[config.mk]
export PLATFORM = sky130hd
export DESIGN_NAME = clock_gen_dev_flat
export DESIGN_NICKNAME = d
export VERILOG_FILES = /design/src/logic/clock_gen_pkg.sv /design/src/logic/clock_gen_if.sv /design/src/logic/clock_gen_dev.sv /design/src/flat_wrapper.sv
export SDC_FILE = /design/constraint.sdc
export NUM_CORES = 1
export LEC_CHECK = 0
export ABC_AREA = 1
export BUFFER_PORTS_ARGS = -buffer_cell sky130_fd_sc_hd__buf_4
export CORE_MARGIN = 3
export CORE_UTILIZATION = 40
export CTS_CLUSTER_DIAMETER = 50
export DETAILED_ROUTE_END_ITERATION = 6
export PLACE_DENSITY = 0.73
export SYNTH_ARGS = -nofsm -noshare
export SYNTH_HDL_FRONTEND = slang
export SYNTH_SLANG_ARGS = --single-unit
[constraint.sdc]
create_clock -name clk_in -period 1.01 [get_ports clk_in]
set_input_delay 0.0505 -clock clk_in [delete_from_list [all_inputs] [get_ports clk_in]]
set_output_delay 0.0505 -clock clk_in [all_outputs]
set_load 0.01 [all_outputs]
[src/logic/clock_gen_pkg.sv]
package clock_gen_pkg;

    localparam int CLK_PERIOD_NS = 10;

    // divide-by-three counter
    localparam logic [1:0] DIV_RESET = 2'h0;
    localparam logic [1:0] DIV_LAST = 2'h2;
    localparam logic [1:0] DIV_HIGH = 2'h2;

    // strap and mode encodings
    localparam logic SRC_XTAL = 1'b0;
    localparam logic SRC_EXT = 1'b1;
    localparam logic SYNC_TWO = 1'b0;
    localparam logic SYNC_ONE = 1'b1;

    // external frequency source, half period of the square wave
    localparam int EXT_HALF_NS = 20;
    localparam int EXT_HALF_CYC =
        (EXT_HALF_NS + CLK_PERIOD_NS - 1) / CLK_PERIOD_NS;
    localparam int EXT_CNT_W = 8;
    localparam logic [EXT_CNT_W-1:0] EXT_CNT_RESET = 8'h00;

    typedef struct packed {
        logic strap_taken;
        logic src_ext;
        logic src_prev;
        logic [1:0] div_cnt;
        logic cpu_clk;
        logic periph_clk;
        logic rdy_ff1;
        logic rdy_ff2;
        logic cpu_reset;
        logic osc;
        logic clk_rise;
        logic clk_fall;
    } dev_state_t;

    localparam dev_state_t DEV_STATE_RESET = '{
        strap_taken: 1'b0,
        src_ext: SRC_XTAL,
        src_prev: 1'b0,
        div_cnt: DIV_RESET,
        cpu_clk: 1'b0,
        periph_clk: 1'b0,
        rdy_ff1: 1'b0,
        rdy_ff2: 1'b0,
        cpu_reset: 1'b1,
        osc: 1'b0,
        clk_rise: 1'b0,
        clk_fall: 1'b0
    };

    typedef struct packed {
        logic [EXT_CNT_W-1:0] ext_cnt;
        logic ext_level;
        logic clr_s1;
        logic clr_s2;
        logic cpu_clk;
        logic periph_clk;
        logic ready;
        logic cpu_reset;
        logic osc;
    } sys_state_t;

    localparam sys_state_t SYS_STATE_RESET = '{
        ext_cnt: EXT_CNT_RESET,
        ext_level: 1'b0,
        clr_s1: 1'b0,
        clr_s2: 1'b0,
        cpu_clk: 1'b0,
        periph_clk: 1'b0,
        ready: 1'b0,
        cpu_reset: 1'b1,
        osc: 1'b0
    };

endpackage : clock_gen_pkg

[src/logic/clock_gen_if.sv]
interface clock_gen_if;
    logic xtal_in_a;
    logic ext_freq_in;
    logic ext_src_sel;
    logic divider_clear;
    logic bus_rdy_a;
    logic bus_rdy_b;
    logic bus_qual_a_n;
    logic bus_qual_b_n;
    logic sync_stage_sel;
    logic reset_in_n;
    logic cpu_clk;
    logic periph_clk;
    logic cpu_ready;
    logic cpu_reset;
    logic osc_buffered_out;

    modport dev (
        input xtal_in_a,
        input ext_freq_in,
        input ext_src_sel,
        input divider_clear,
        input bus_rdy_a,
        input bus_rdy_b,
        input bus_qual_a_n,
        input bus_qual_b_n,
        input sync_stage_sel,
        input reset_in_n,
        output cpu_clk,
        output periph_clk,
        output cpu_ready,
        output cpu_reset,
        output osc_buffered_out
    );

    modport sys (
        output xtal_in_a,
        output ext_freq_in,
        output ext_src_sel,
        output divider_clear,
        output bus_rdy_a,
        output bus_rdy_b,
        output bus_qual_a_n,
        output bus_qual_b_n,
        output sync_stage_sel,
        output reset_in_n,
        input cpu_clk,
        input periph_clk,
        input cpu_ready,
        input cpu_reset,
        input osc_buffered_out
    );
endinterface : clock_gen_if

[src/logic/clock_gen_dev.sv]
module clock_gen_dev
    import clock_gen_pkg::*;
(
    input wire logic clk_in,
    input wire logic rst_b_in,
    clock_gen_if.dev link,
    output logic cpu_clk_out,
    output logic periph_clk_out,
    output logic ready_out,
    output logic reset_out,
    output logic osc_out,
    output logic ext_src_out,
    output logic clk_rise_out,
    output logic clk_fall_out
);

    dev_state_t state;
    dev_state_t next_state;
    logic src_level;
    logic src_rise;
    logic rdy_valid;
    logic [1:0] rdy_in;
    logic [1:0] qual_in_n;
    logic [1:0] rdy_qual;
    logic [1:0] cnt_step;
    logic next_clk;
    logic rise_evt;
    logic fall_evt;

    // ready input counts only while its qualifier is low
    function automatic logic qual_ready(
        input logic rdy,
        input logic qual_n
    );
        qual_ready = rdy & ~qual_n;
    endfunction : qual_ready

    // level change in one direction between two samples
    function automatic logic clk_edge(
        input logic now_level,
        input logic was_level,
        input logic rising
    );
        if (rising)
        begin
            clk_edge = now_level & ~was_level;
        end
        else
        begin
            clk_edge = ~now_level & was_level;
        end
    endfunction : clk_edge

    // next divide count: clear wins, then wrap after the last
    function automatic logic [1:0] div_step(
        input logic [1:0] cnt,
        input logic clear
    );
        if (clear)
        begin
            div_step = DIV_RESET;
        end
        else if (cnt == DIV_LAST)
        begin
            div_step = DIV_RESET;
        end
        else
        begin
            div_step = cnt + 2'h1;
        end
    endfunction : div_step

    // selected source: crystal level or external frequency
    assign src_level = state.src_ext ?
        link.ext_freq_in : link.xtal_in_a;
    assign src_rise = clk_edge(src_level, state.src_prev, 1'b1);

    // either qualified input makes the bus ready
    assign rdy_in = {link.bus_rdy_b, link.bus_rdy_a};
    assign qual_in_n = {link.bus_qual_b_n, link.bus_qual_a_n};

    for (genvar i = 0; i < 2; i++)
    begin : g_qual
        assign rdy_qual[i] = qual_ready(rdy_in[i], qual_in_n[i]);
    end

    assign rdy_valid = |rdy_qual;

    always_comb
    begin
        next_state = state;
        cnt_step = DIV_RESET;
        next_clk = 1'b0;
        rise_evt = 1'b0;
        fall_evt = 1'b0;

        // strap is caught once, on the first edge after reset
        if (!state.strap_taken)
        begin
            next_state.strap_taken = 1'b1;
            next_state.src_ext = link.ext_src_sel;
        end

        next_state.src_prev = src_level;
        next_state.osc = link.xtal_in_a;

        // divide by three on each rising source edge
        if (src_rise)
        begin
            cnt_step = div_step(state.div_cnt, link.divider_clear);
            next_state.div_cnt = cnt_step;
            next_clk = (cnt_step == DIV_HIGH) && !link.divider_clear;
            next_state.cpu_clk = next_clk;
            rise_evt = clk_edge(next_clk, state.cpu_clk, 1'b1);
            fall_evt = clk_edge(next_clk, state.cpu_clk, 1'b0);
        end

        next_state.clk_rise = rise_evt;
        next_state.clk_fall = fall_evt;

        // first ready stage samples on the processor clock rise
        if (rise_evt)
        begin
            next_state.rdy_ff1 = rdy_valid;
        end

        if (fall_evt)
        begin
            case (link.sync_stage_sel)
                SYNC_ONE:
                begin
                    next_state.rdy_ff2 = rdy_valid;
                end
                SYNC_TWO:
                begin
                    // a rise needs stage one, a fall passes straight
                    if (rdy_valid)
                    begin
                        next_state.rdy_ff2 = state.rdy_ff1;
                    end
                    else
                    begin
                        next_state.rdy_ff2 = 1'b0;
                    end
                end
                default:
                begin
                    next_state.rdy_ff2 = 1'b0;
                end
            endcase
        end

        // peripheral clock toggles on processor clock falls only
        if (fall_evt)
        begin
            next_state.periph_clk = ~state.periph_clk;
        end

        // reset output resampled on each processor clock fall
        if (fall_evt)
        begin
            next_state.cpu_reset = ~link.reset_in_n;
        end
    end

    always_ff @(posedge clk_in or negedge rst_b_in)
    begin
        if (!rst_b_in)
        begin
            state <= DEV_STATE_RESET;
        end
        else
        begin
            state <= next_state;
        end
    end

    // ready stays until the next clock fall, past the hold time
    assign link.cpu_ready = state.rdy_ff2;
    assign link.cpu_clk = state.cpu_clk;
    assign link.periph_clk = state.periph_clk;
    assign link.cpu_reset = state.cpu_reset;
    assign link.osc_buffered_out = state.osc;

    assign cpu_clk_out = state.cpu_clk;
    assign periph_clk_out = state.periph_clk;
    assign ready_out = state.rdy_ff2;
    assign reset_out = state.cpu_reset;
    assign osc_out = state.osc;
    assign ext_src_out = state.src_ext;
    assign clk_rise_out = state.clk_rise;
    assign clk_fall_out = state.clk_fall;

endmodule : clock_gen_dev

[src/flat_wrapper.sv]
// flat-port wrapper written by rule: the top's interface ports become plain ports
module clock_gen_dev_flat import clock_gen_pkg::*;
  (clk_in, rst_b_in, cpu_clk_out, periph_clk_out, ready_out, reset_out, osc_out, ext_src_out, clk_rise_out, clk_fall_out, link_xtal_in_a, link_ext_freq_in, link_ext_src_sel, link_divider_clear, link_bus_rdy_a, link_bus_rdy_b, link_bus_qual_a_n, link_bus_qual_b_n, link_sync_stage_sel, link_reset_in_n, link_cpu_clk, link_periph_clk, link_cpu_ready, link_cpu_reset, link_osc_buffered_out);
  clock_gen_if link_i ();
  input wire logic clk_in;
  input wire logic rst_b_in;
  output logic cpu_clk_out;
  output logic periph_clk_out;
  output logic ready_out;
  output logic reset_out;
  output logic osc_out;
  output logic ext_src_out;
  output logic clk_rise_out;
  output logic clk_fall_out;
  input wire logic [$bits(link_i.xtal_in_a)-1:0] link_xtal_in_a;
  input wire logic [$bits(link_i.ext_freq_in)-1:0] link_ext_freq_in;
  input wire logic [$bits(link_i.ext_src_sel)-1:0] link_ext_src_sel;
  input wire logic [$bits(link_i.divider_clear)-1:0] link_divider_clear;
  input wire logic [$bits(link_i.bus_rdy_a)-1:0] link_bus_rdy_a;
  input wire logic [$bits(link_i.bus_rdy_b)-1:0] link_bus_rdy_b;
  input wire logic [$bits(link_i.bus_qual_a_n)-1:0] link_bus_qual_a_n;
  input wire logic [$bits(link_i.bus_qual_b_n)-1:0] link_bus_qual_b_n;
  input wire logic [$bits(link_i.sync_stage_sel)-1:0] link_sync_stage_sel;
  input wire logic [$bits(link_i.reset_in_n)-1:0] link_reset_in_n;
  output wire logic [$bits(link_i.cpu_clk)-1:0] link_cpu_clk;
  output wire logic [$bits(link_i.periph_clk)-1:0] link_periph_clk;
  output wire logic [$bits(link_i.cpu_ready)-1:0] link_cpu_ready;
  output wire logic [$bits(link_i.cpu_reset)-1:0] link_cpu_reset;
  output wire logic [$bits(link_i.osc_buffered_out)-1:0] link_osc_buffered_out;
  assign link_i.xtal_in_a = link_xtal_in_a;
  assign link_i.ext_freq_in = link_ext_freq_in;
  assign link_i.ext_src_sel = link_ext_src_sel;
  assign link_i.divider_clear = link_divider_clear;
  assign link_i.bus_rdy_a = link_bus_rdy_a;
  assign link_i.bus_rdy_b = link_bus_rdy_b;
  assign link_i.bus_qual_a_n = link_bus_qual_a_n;
  assign link_i.bus_qual_b_n = link_bus_qual_b_n;
  assign link_i.sync_stage_sel = link_sync_stage_sel;
  assign link_i.reset_in_n = link_reset_in_n;
  assign link_cpu_clk = link_i.cpu_clk;
  assign link_periph_clk = link_i.periph_clk;
  assign link_cpu_ready = link_i.cpu_ready;
  assign link_cpu_reset = link_i.cpu_reset;
  assign link_osc_buffered_out = link_i.osc_buffered_out;
  clock_gen_dev u_core (.clk_in(clk_in), .rst_b_in(rst_b_in), .link(link_i), .cpu_clk_out(cpu_clk_out), .periph_clk_out(periph_clk_out), .ready_out(ready_out), .reset_out(reset_out), .osc_out(osc_out), .ext_src_out(ext_src_out), .clk_rise_out(clk_rise_out), .clk_fall_out(clk_fall_out));
endmodule
### After elaboration in Yosys (flattened, before gate mapping)

Cells that the tools add are included.

| storage, ports and cells | value |
|---|---|
| bits in registers | 13 |
| output and inout bits | 13 |
| word-level logic and storage cells | 39 |

| cells by class | value |
|---|---|
| $add $sub $neg | 1 |
| eq/ne operators | 2 |
| mux-type cells | 8 |
| bitwise logic cells | 13 |
| reductions and logical operators | 3 |

Operator list:

| kind | number |
|---|---|
| $not A1 Y1 | 8 |
| $mux W2 | 3 |
| $and A1 B1 Y1 | 5 |
| $eq A2 B2 Y1 const B | 2 |
| $mux W1 | 4 |
| $add A2 B1 Y2 const B | 1 |
| $pmux W1 S2 | 1 |
| $reduce_or A2 Y1 | 1 |
| $logic_and A1 B1 Y1 | 1 |
| $logic_not A1 Y1 | 1 |

### Longest topological paths before layout

Gate-level depths: netlist of the first run.

| logic depth | value |
|---|---|
| word-level depth | 9 |
| gate-level depth with buffers | 7 |

### Worst setup path before layout of the first run

Ideal clock, no wire load.

| timing | value |
|---|---|
| path kind | flip-flop to flip-flop |
| start | reg u_core.state (netlist bit u_core.ext_src_out) |
| end | reg u_core.state (netlist bit u_core.link.periph_clk) |
| library setup time | 0.117 ns |
| arrival | 0.888 ns |
| required time | 0.893 ns |
| setup slack | 0.005 ns |
| stages on the path, launching flop included | 7 |
| path buffers | 0 |
| period minus slack after synthesis | 1.005 ns |
| cells stage by stage | dfrtp_1 -> inv_1 -> nand2_2 -> a21oi_1 -> nand2_1 -> nand2_1 -> nand2_1 |

| between the ends | value |
|---|---|
| longest elaborated chain between the ends | 3 |

Ends and longest elaborated chain:

| what | RTL line | source |
|---|---|---|
| from (decl) | clock_gen_dev.sv:17 | `dev_state_t state;` |
| from (signal assigned) | clock_gen_dev.sv:174 | `state <= next_state;` |
| $mux W1 | clock_gen_dev.sv:74 | `assign src_level = state.src_ext ?` |
| $and A1 B1 Y1 | clock_gen_dev.sv:46 | `clk_edge = now_level & ~was_level;` |
| $mux W1 | clock_gen_dev.sv:108 | `if (src_rise)` |

Every way passes these cells.
A chain may end at the register's enable or synchronous reset.

### Worst setup path in the final report of the first run

| timing | value |
|---|---|
| start | reg u_core.state (netlist bit u_core.ext_src_out) |
| end | reg u_core.state (netlist bit u_core.cpu_clk_out) |

| between the ends | value |
|---|---|
| longest elaborated chain between the ends | 2 |

Ends and longest elaborated chain:

| what | RTL line | source |
|---|---|---|
| $mux W1 | clock_gen_dev.sv:74 |  |
| net u_core.src_level | clock_gen_dev.sv:19 | `logic src_level;` |
| $and A1 B1 Y1 | clock_gen_dev.sv:46 |  |

The timed path passes the listed nets, and every way through them passes these cells.

==> results of run 1 <==
## what timing repair did
action	CTS	global route
setup endpoints to repair	4	11
gates resized for setup	5	7
hold endpoints to repair	15	0
gates cloned	0	0
setup buffers	2	0
pin swaps	7	4
hold buffers	3	0
## area by class of cell
cell class | count | area share (%)
Clock buffer | 4 | 2.970
Inverter | 8 | 3.395
Tap cell | 15 | 2.122
Multi-Input combinational cell | 40 | 26.17
Sequential cell | 13 | 36.92
Timing Repair Buffer | 31 | 28.43
## synth_stat cells, drive strengths merged
cell type,number
nand2,25
dfrtp,12
inv,8
buf,5
nor2,5
a21oi,4
o21ai,3
conb,1
dfstp,1
nand3,1
nand4,1
## metrics by stage
stage               cells  utilization (%)
finish                111            65.52
global route          111            65.52
CTS                   111            63.58
detailed placement    102            57.46
global placement      102            57.46
floorplan              66                -
## critical path, cell delays in order, from the launching register on
cell and delay [ns]:
dfrtp_1 0.41, inv_2 0.09, nand2_4 0.06, nand2_4 0.08, buf_4 0.12, nand4_1 0.11
o21ai_1 0.10
## final timing paths
check / endpoint / slack [ns] / depth (start not counted)
hold reg to reg: u_core.ext_src_out / 0.45 / 1
hold / removal: u_core.ext_src_out / 0.02 / 3
setup reg to reg: u_core.cpu_clk_out / -0.02 / 6
min in group asynchronous: u_core.link.osc_buffered_out / 0.14 / 2
setup / recovery: u_core.cpu_clk_out / -0.02 / 6
max in group asynchronous: u_core.link.cpu_reset / 0.63 / 2
## state kept, by name, indices dropped and copies added (netlist names)
name	cells
u_core.clk_fall_out	1
u_core.cpu_clk_out	1
u_core.link.osc_buffered_out	1
u_core.link.cpu_ready	1
u_core.ext_src_out	1
u_core.clk_rise_out	1
u_core.state	5
u_core.link.periph_clk	1
u_core.link.cpu_reset	1
## report_power, final
part	total [W]	switching [W]	internal (W)
Clock	0.000323	0.000170	0.000153
Combinational	0.000682	0.000321	0.000361
Sequential	0.000776	0.000118	0.000658
## per-layer routing
layer / part of all wire, % / vias to the layer above / wire length (µm)
met5: 0 / - / 0
met4: 3.6 / 0 / 45
met3: 5.3 / 4 / 67
met2: 50 / 16 / 629
met1: 41 / 228 / 519
li1: - / 255 / -
## logic make-up (layout without fill, tap and decap cells)
family	Yosys count	count (layout)	share of synthesized area (%)
other	1	1	0.6257
AOI/OAI and AO/OA	7	7	5.845
buffers and inverters	13	43	11.27
DFF	13	13	54.49
and+or+nand+nor	32	32	27.77
==> out/results.tsv, run 1 <==
metric	value	unit
globalRouteTotalUtil	15.10	%
worst_clock_skew	0.006871	ns
arrival	1.24	ns
root_buffer	clkbuf_4	
cts_tree	done	
final.setup.worst_slack	-0.02446	ns
timing.fmax	0.9667	GHz
critPathCaptureType	flop	
total_power	0.001781	W
post-route-min-period	1.034	ns
pin_count	25	
drt_iter0_drc	4	
globalRouteOverflowTotal	0	
antenna_found_initial	0	
synth_top_area_cell	dfrtp_1	
start_util	44.39	%
grt_pass1_wl	2070	µm
drc_errors	0	
htree_levels	1	
fill_cells	101	
drtPass1Iterations	3	
ant_nets	0	
drv_slew	0	
hpwl	938.7	µm
period_share	102.4	%
fin_nets	109	
drt-vias-per-instance	4.532	
place.gp.congestion	0.7268	
hold_path.startpoint	link_ext_src_sel	
cts_buffers	3	
grt_pass1_vias	506	
start_kind	flop	
grt_use_met3	3.586	%
layout-area-overhead-vs-synth	47.60	%
clock-sinks	13	
vias	503	
worstSetupPathType	reg -> reg	
hp-class	in -> reg	
yosys.cell_types.count	15	
top_usage_layer	met2	
die_width	44.71	µm
use_met2	23.50	%
p_leak	0.4708	nW
seq_area_frac_synth	54.49	%
final_common_cell	buf_4	
ys_seq_elements	13	
rows	13	
drt-total-wl	1261	µm
ir_worst_vdd	0.9062	mV
timing.hold.ws	0.01696	ns
place_area	775.7	µm²
grt_max_degree	14	
syn-num-nets	78	
syn_area_per_cell	9.081	µm²
final_area	884.6	µm²
synthDominantCellAreaShare	50.10	%
clk_latency	0.28	ns
cap_violations	0	
die-area	1999	µm²
crit_required	1.22	ns
die_y	44.71	µm
cts.path.max_buffers	2	
synthCells	66	
multi_input_area	231.5	µm²
rr_startpoint	u_core.ext_src_out	
rsz0062_at_grt	true	
hold_viol	0	
wl_per_cell	11.36	µm
status	finished with violations	
setup_viol	5	
crit_start	u_core.ext_src_out	
violations	setup timing	
crit_fanout	3	
final_cell_mix	25 x buf_4, 19 x nand2_1, 12 x dfrtp_1, 7 x inv_1	
io_buffers	24	
num_antenna_cells	0	
drive_gt1_share	46.88	%
seq_area	326.6	µm²
synth.area.top_cells	dfrtp_1 50%, nand2_1 13%, buf_4 6.3%	
grt_use_met1	16.62	%
yosysWarnings	0	
dp_slack	-0.04585	ns
path_clk_slew	0.08	ns
design.core.area	1350	µm²
power_density	2014	nW/µm²
netlist_area	599.3	µm²
fin_setup_tns	-0.08357	ns
Note: power is estimated with default switching activity, not from simulation.
==> run 2, diff against run 1 <==
--- a/config.mk
+++ b/config.mk
@@ -11,7 +11,7 @@
 export CORE_UTILIZATION = 40
 export CTS_CLUSTER_DIAMETER = 50
 export DETAILED_ROUTE_END_ITERATION = 6
-export PLACE_DENSITY = 0.73
+export PLACE_DENSITY = 0.75
 export SYNTH_ARGS = -nofsm -noshare
 export SYNTH_HDL_FRONTEND = slang
 export SYNTH_SLANG_ARGS = --single-unit
==> constraint.sdc (replaced) <==
create_clock -name clk_in -period 0.9 [get_ports clk_in]
set_input_delay 0.045 -clock clk_in [delete_from_list [all_inputs] [get_ports clk_in]]
set_output_delay 0.045 -clock clk_in [all_outputs]
set_load 0.01 [all_outputs]
==> run 2 against run 1 <==
The run still ends with setup timing left. Setup slack got worse by 0.13 ns. Via count decreased by 2.2%. Highest routed layer unchanged. Clock-buffer cell count unchanged. Sequential share of layout area decreased by 0.57 points. Combinational power increased by 17%. Critical path depth increased by 1. First-iteration DRC count increased to 2.5 times the previous value. Clock skew decreased by 0.0058 ns. Sequential power increased by 13%.
==> out/results.tsv, run 2 (synthesized netlist as in run 1, its figures left out) <==
metric	value	unit	change
rr_startpoint	u_core.ext_src_out		
worstHoldEndpoint	u_core.state[10]		
crit_required	1.12	ns	-0.10 ns
pin_count	25		unchanged
clk_latency	0.27	ns	about the same
fill_cells	105		+4.0%
grt_use_met1	17.30	%	+0.68 points
fin_nets	108		-0.92%
hpwl	947	µm	+0.88%
die_y	44.71	µm	unchanged
die_width	44.71	µm	unchanged
layout-area-overhead-vs-synth	49.90	%	
top_usage_layer	met2		
worstSetupPathType	reg -> reg		
rsz0062_at_grt	true		
final_cell_mix	19 x nand2_1, 19 x buf_4, 12 x dfrtp_1, 8 x buf_6, 7 x inv_1		
setup_viol	14		+9
vias	492		-2.2%
antenna_found_initial	0		unchanged
largest_register_ffs	5		unchanged
worstReg2RegEnd	u_core.link.cpu_ready		
cts.path.max_buffers	2		unchanged
grt_max_degree	14		unchanged
final.setup.worst_slack	-0.1533	ns	-0.1288 ns
critPathCaptureType	flop		
drc_errors	0		unchanged
drt_iter0_drc	10		+6
grt_pass1_wl	2063	µm	-0.34%
design.core.area	1350	µm²	unchanged
period_share	117.0	%	+15 points
grt_pass1_vias	499		-1.4%
die-area	1999	µm²	unchanged
drv_slew	0		unchanged
cp_top_family	simple AND/OR/NAND/NOR gates		
cp_common_cell	nand2_4		
use_met2	24.64	%	+1.1 points
ant_nets	0		unchanged
hold_viol	0		unchanged
slowest_delay	0.42	ns	about the same
total_power	0.002034	W	+14%
cp_slowest_cell	dfrtp_1		
finalNonFillerCells	110		-0.90%
place_area	782.0	µm²	+0.81%
rrSetupSlack	-0.15	ns	-0.13 ns
status	finished with violations		
start_kind	flop		
clock-sinks	13		unchanged
path_buf_inv	1		-1
power_density	2265	nW/µm²	+12%
path_clk_slew	0.08	ns	about the same
hold_depth	3		unchanged
timing.fmax	0.9494	GHz	-1.8%
worstRegToRegCells	7		+1
arrival	1.27	ns	+0.03 ns
crit_fanout	6		+3
globalRouteTotalUtil	15.16	%	+0.058 points
dpl.cell_count	102		unchanged
globalRouteOverflowTotal	0		unchanged
worst_clock_skew	0.001054	ns	-0.005817 ns
hp-class	in -> reg		
final_area	898.4	µm²	+1.6%
htree_levels	1		unchanged
rows	13		unchanged
violations	setup timing		
drt-vias-per-instance	4.473		-1.3%
p_leak	0.4766	nW	+1.2%
place.gp.congestion	0.7114		-2.1%
cap_violations	0		unchanged
io_buffers	24		unchanged
num_antenna_cells	0		unchanged
start_util	44.39	%	unchanged
regMostFlops	u_core.state		
drt-total-wl	1295	µm	+2.7%
ir_worst_vdd	1.205	mV	+33%
post-route-min-period	1.053	ns	+0.01884 ns
cts_tree	done		
root_buffer	clkbuf_4		
drive_gt1_share	47.37	%	+0.49 points
dp_slack	-0.1472	ns	-0.1014 ns
wl_per_cell	11.77	µm	+3.6%
grt_use_met3	2.390	%	-1.2 points
crit_chain	inv_2 -> nand2_4 -> nand2_4 -> nand2_4 -> nor2_4 -> nand2_1 -> nand2_1		
hold_path.startpoint	link_xtal_in_a		
drtPass1Iterations	3		unchanged
cts_buffers	3		unchanged
==> run 2: cell count changes in the layout (fill, tap and decap cells not counted), sizes merged <==
cell  delta
buf      -1
==> run 2: worst max-delay path by stage <==
stage	start	to	slack, ns	cells past startpoint
final	u_core.ext_src_out	u_core.link.cpu_ready	-0.15	7
after global routing	u_core.ext_src_out	u_core.link.cpu_ready	-0.22	7
after CTS	u_core.ext_src_out	u_core.link.cpu_ready	-0.15	7
after detailed placement	u_core.ext_src_out	u_core.link.cpu_ready	-0.15	6
after global placement	u_core.ext_src_out	u_core.link.cpu_ready	-0.09	6
after floorplan	u_core.ext_src_out	u_core.state[5]	-0.08	6
==> run 2: worst reg2reg max path, cell delays in order (launching register included) <==
cell,delay [ns]
dfrtp_1,0.42
inv_2,0.10
nand2_4,0.06
nand2_4,0.07
nand2_4,0.08
nor2_4,0.12
nand2_1,0.08
nand2_1,0.06
==> run 2: routing by layer <==
metal  wire length, µm  up-vias
met3                67        2
met4                27        0
li1                  -      252
met1               530      223
met5                 0        -
met2               670       15
==> run 2: timing repair <==
action | in CTS | in global routing
pin swaps | 2 | 2
gates cloned | 0 | 0
gates resized for setup | 8 | 6
buffers inserted | 1 | 1
hold buffers | 3 | 0
endpoints found under the setup margin | 14 | 19
endpoints found under the hold margin | 15 | 0
==> run 2: where the power goes <==
group / switching (W) / internal [W] / total (W)
Sequential: 0.000136 / 0.000738 / 0.000874
Combinational: 0.000362 / 0.000440 / 0.000801
Clock: 0.000187 / 0.000172 / 0.000359
Total: 0.000685 / 0.00135 / 0.00203
==> run 2: per-stage QoR <==
stage	TNS [ns]	hold slack [ns]	utilization, %
2_1_floorplan	-0.3295	-0.2506	-
3_3_place_gp	-0.3155	-0.1043	57.92
3_5_place_dp	-0.7139	-0.1051	57.92
4_1_cts	-1.069	0.03061	64.87
5_1_grt	-1.850	0.02696	66.54
6_report	-1.172	0.03707	66.54
==> run 2: final cells by class <==
type | instances | area, µm² | area share (%)
Sequential cell | 13 | 326.6 | 36.35
Inverter | 8 | 30.03 | 3.343
Timing Repair Buffer | 30 | 262.8 | 29.25
Clock buffer | 4 | 26.28 | 2.925
Multi-Input combinational cell | 40 | 234.0 | 26.04
Tap cell | 15 | 18.77 | 2.089
==> run 3, diff against run 2 <==
--- a/config.mk
+++ b/config.mk
@@ -9,9 +9,12 @@
 export BUFFER_PORTS_ARGS = -buffer_cell sky130_fd_sc_hd__buf_4
 export CORE_MARGIN = 3
 export CORE_UTILIZATION = 40
+export CTS_BUF_LIST = sky130_fd_sc_hd__clkbuf_4 sky130_fd_sc_hd__clkbuf_8
 export CTS_CLUSTER_DIAMETER = 50
+export CTS_CLUSTER_SIZE = 24
 export DETAILED_ROUTE_END_ITERATION = 6
 export PLACE_DENSITY = 0.75
+export RECOVER_POWER = 50
 export SYNTH_ARGS = -nofsm -noshare
 export SYNTH_HDL_FRONTEND = slang
 export SYNTH_SLANG_ARGS = --single-unit
==> run 3 against run 2 <==
Critical path type unchanged. The run still ends with setup timing left. Critical endpoint is now u_core.cpu_clk_out. Setup slack worse by 0.035 ns. Highest routed layer unchanged. First-iteration DRC count down 30%. Wire length up 6.6%. Via count up 5.5%. Critical path depth down 2.
==> out/results.tsv, run 3 (synthesized netlist as in run 1, its figures left out) <==
metric	value	unit	change
status	finished with violations		
violations	setup timing		
globalRouteOverflowTotal	0		unchanged
fin_setup_tns	-1.629	ns	-0.4573 ns
grt_pass1_vias	511		+2.4%
clk_latency	0.27	ns	about the same
htree_levels	1		unchanged
timing.hold.ws	0.04168	ns	+0.004610 ns
wl_per_cell	12.22	µm	+3.8%
use_met2	25.50	%	+0.86 points
dpl.cell_count	102		unchanged
drv_slew	0		unchanged
clock-sinks	13		unchanged
power_density	2271	nW/µm²	+0.30%
utilization	69.14	%	+2.6 points
cp_slowest_cell	dfrtp_1		
cts_buffers	3		unchanged
post-route-min-period	1.088	ns	+0.03492 ns
grt_use_met3	2.390	%	unchanged
drt_iter0_drc	7		-3
critPathCaptureType	flop		
crit_fanout	3		-3
worstRegToRegCells	5		-2
final_common_cell	nand2_1		
timing.fmax	0.9189	GHz	-3.2%
drt-total-wl	1381	µm	+6.6%
place.gp.congestion	0.7114		unchanged
hold_viol	0		unchanged
vias	519		+5.5%
p_clk_share	18.3	%	+0.6 points
grt_pass1_wl	2132	µm	+3.3%
fin_nets	111		+2.8%
rows	13		unchanged
hpwl	947	µm	unchanged
cts.path.max_buffers	2		unchanged
drt-vias-per-instance	4.593		+2.7%
die_y	44.71	µm	unchanged
grt_max_degree	14		unchanged
regMostFlops	u_core.state		
setup_viol	15		+1
arrival	1.25	ns	-0.02 ns
p_int	0.001421	W	+5.3%
ir_worst_vdd	1.207	mV	+0.18%
pin_count	25		unchanged
finalNonFillerCells	113		+2.7%
ant_nets	0		unchanged
largest_register_ffs	5		unchanged
die_width	44.71	µm	unchanged
start_kind	flop		
crit_chain	nand2_2 -> nand2_4 -> buf_4 -> nand4_1 -> o21ai_1		
top_usage_layer	met2		
globalRouteTotalUtil	15.58	%	+0.42 points
period_share	120.9	%	+3.9 points
die-area	1999	µm²	unchanged
seqPwrFrac	41.7	%	-1.3 points
start_util	44.39	%	unchanged
total_power	0.002120	W	+4.2%
final.setup.worst_slack	-0.1882	ns	-0.03492 ns
layout-area-overhead-vs-synth	55.74	%	
swShare	32.97	%	-0.70 points
worstSetupPathType	reg -> reg		
design.core.area	1350	µm²	unchanged
p_leak	0.4962	nW	+4.1%
drtPass1Iterations	4		+1
power_switching	0.0006991	W	+2.0%
root_buffer	clkbuf_4		
crit_required	1.06	ns	-0.06 ns
drive_gt1_share	48.98	%	+1.6 points
antenna_found_initial	0		unchanged
rsz0062_at_grt	true		
worst_clock_skew	0.0006555	ns	-0.0003981 ns
pwr-share-comb	40.0	%	+0.6 points
hp-class	in -> reg		
fill_cells	103		-1.9%
hold_depth	4		+1
cap_violations	0		unchanged
cts_tree	done		
drc_errors	0		unchanged
path_clk_slew	0.08	ns	about the same
grt_use_met1	17.81	%	+0.51 points
num_antenna_cells	0		unchanged
io_buffers	24		unchanged
final_cell_mix	19 x nand2_1, 17 x buf_4, 12 x buf_6, 12 x dfrtp_1, 7 x inv_1		
slowest_delay	0.42	ns	about the same
[run 3: cell count changes in the layout (fill, tap and decap cells not counted)]
cell / delta
o21ai_2: -1
clkbuf_2: +1
buf_6: +4
clkbuf_4: +1
buf_4: -2
o21ai_1: +1
clkbuf_1: -1
[run 3: worst paths after layout]
path	start	end	slack [ns]
max in group asynchronous	rst_b_in	u_core.link.cpu_reset	0.41
worst min-delay path	link_divider_clear	u_core.clk_rise_out	0.04
min in group asynchronous	rst_b_in	u_core.link.osc_buffered_out	0.20
worst max-delay path	u_core.ext_src_out	u_core.cpu_clk_out	-0.19
worst max register to register	u_core.ext_src_out	u_core.cpu_clk_out	-0.19
worst min register to register	u_core.state[12]	u_core.ext_src_out	0.46
[run 3: power groups by stage]
stage	logic [W]	registers [W]	clock network (W)
final	0.000848	0.000884	0.000388
after global routing	0.000927	0.000907	0.000444
after CTS	0.000770	0.000865	0.000392
after detailed placement	0.000687	0.000866	0
after global placement	0.000667	0.000858	0
after floorplan	0.000377	0.000898	0
[run 3: final cells by class]
type	instances	area, µm²	share of cell area (%)
clock buffers	4	30.03	3.217
multi-input cells	40	230.2	24.66
inverters	8	30.03	3.217
repair buffers	33	297.8	31.90
flip-flops and latches	13	326.6	34.99
well taps	15	18.77	2.011
[run 3: stage by stage]
| stage | worst slack (ns) | instance area, µm² |
|---|---|---|
| after global placement | -0.08988 | 782.0 |
| after floorplan | -0.07609 | 605.6 |
| after global routing | -0.2340 | 933.4 |
| after detailed placement | -0.1472 | 782.0 |
| final | -0.1882 | 933.4 |
| after CTS | -0.1542 | 887.1 |
[run 3: timing repair]
| item | 4_1_cts | 5_1_grt |
|---|---|---|
| setup endpoints to repair | 14 | 19 |
| hold buffers | 3 | 0 |
| hold endpoints to repair | 15 | 0 |
| pin swaps | 3 | 2 |
| buffers inserted | 2 | 3 |
| resized for setup | 9 | 8 |
[run 3: per-layer routing]
metal / share of wire (%) / vias up / routed length (µm)
met5: 0 / - / 0
met4: 2.0 / 0 / 27
met3: 5.6 / 2 / 78
met2: 52 / 17 / 714
met1: 41 / 240 / 562
li1: - / 260 / -
[run 3: critical path, delay by kind of cell, from the launching register on]
kind                   cells  cell delay, ns
flip-flops                 1            0.42
AND/OR/NAND/NOR            3            0.33
buffers and inverters      1            0.13
AO/OA/AOI/OAI              1            0.09
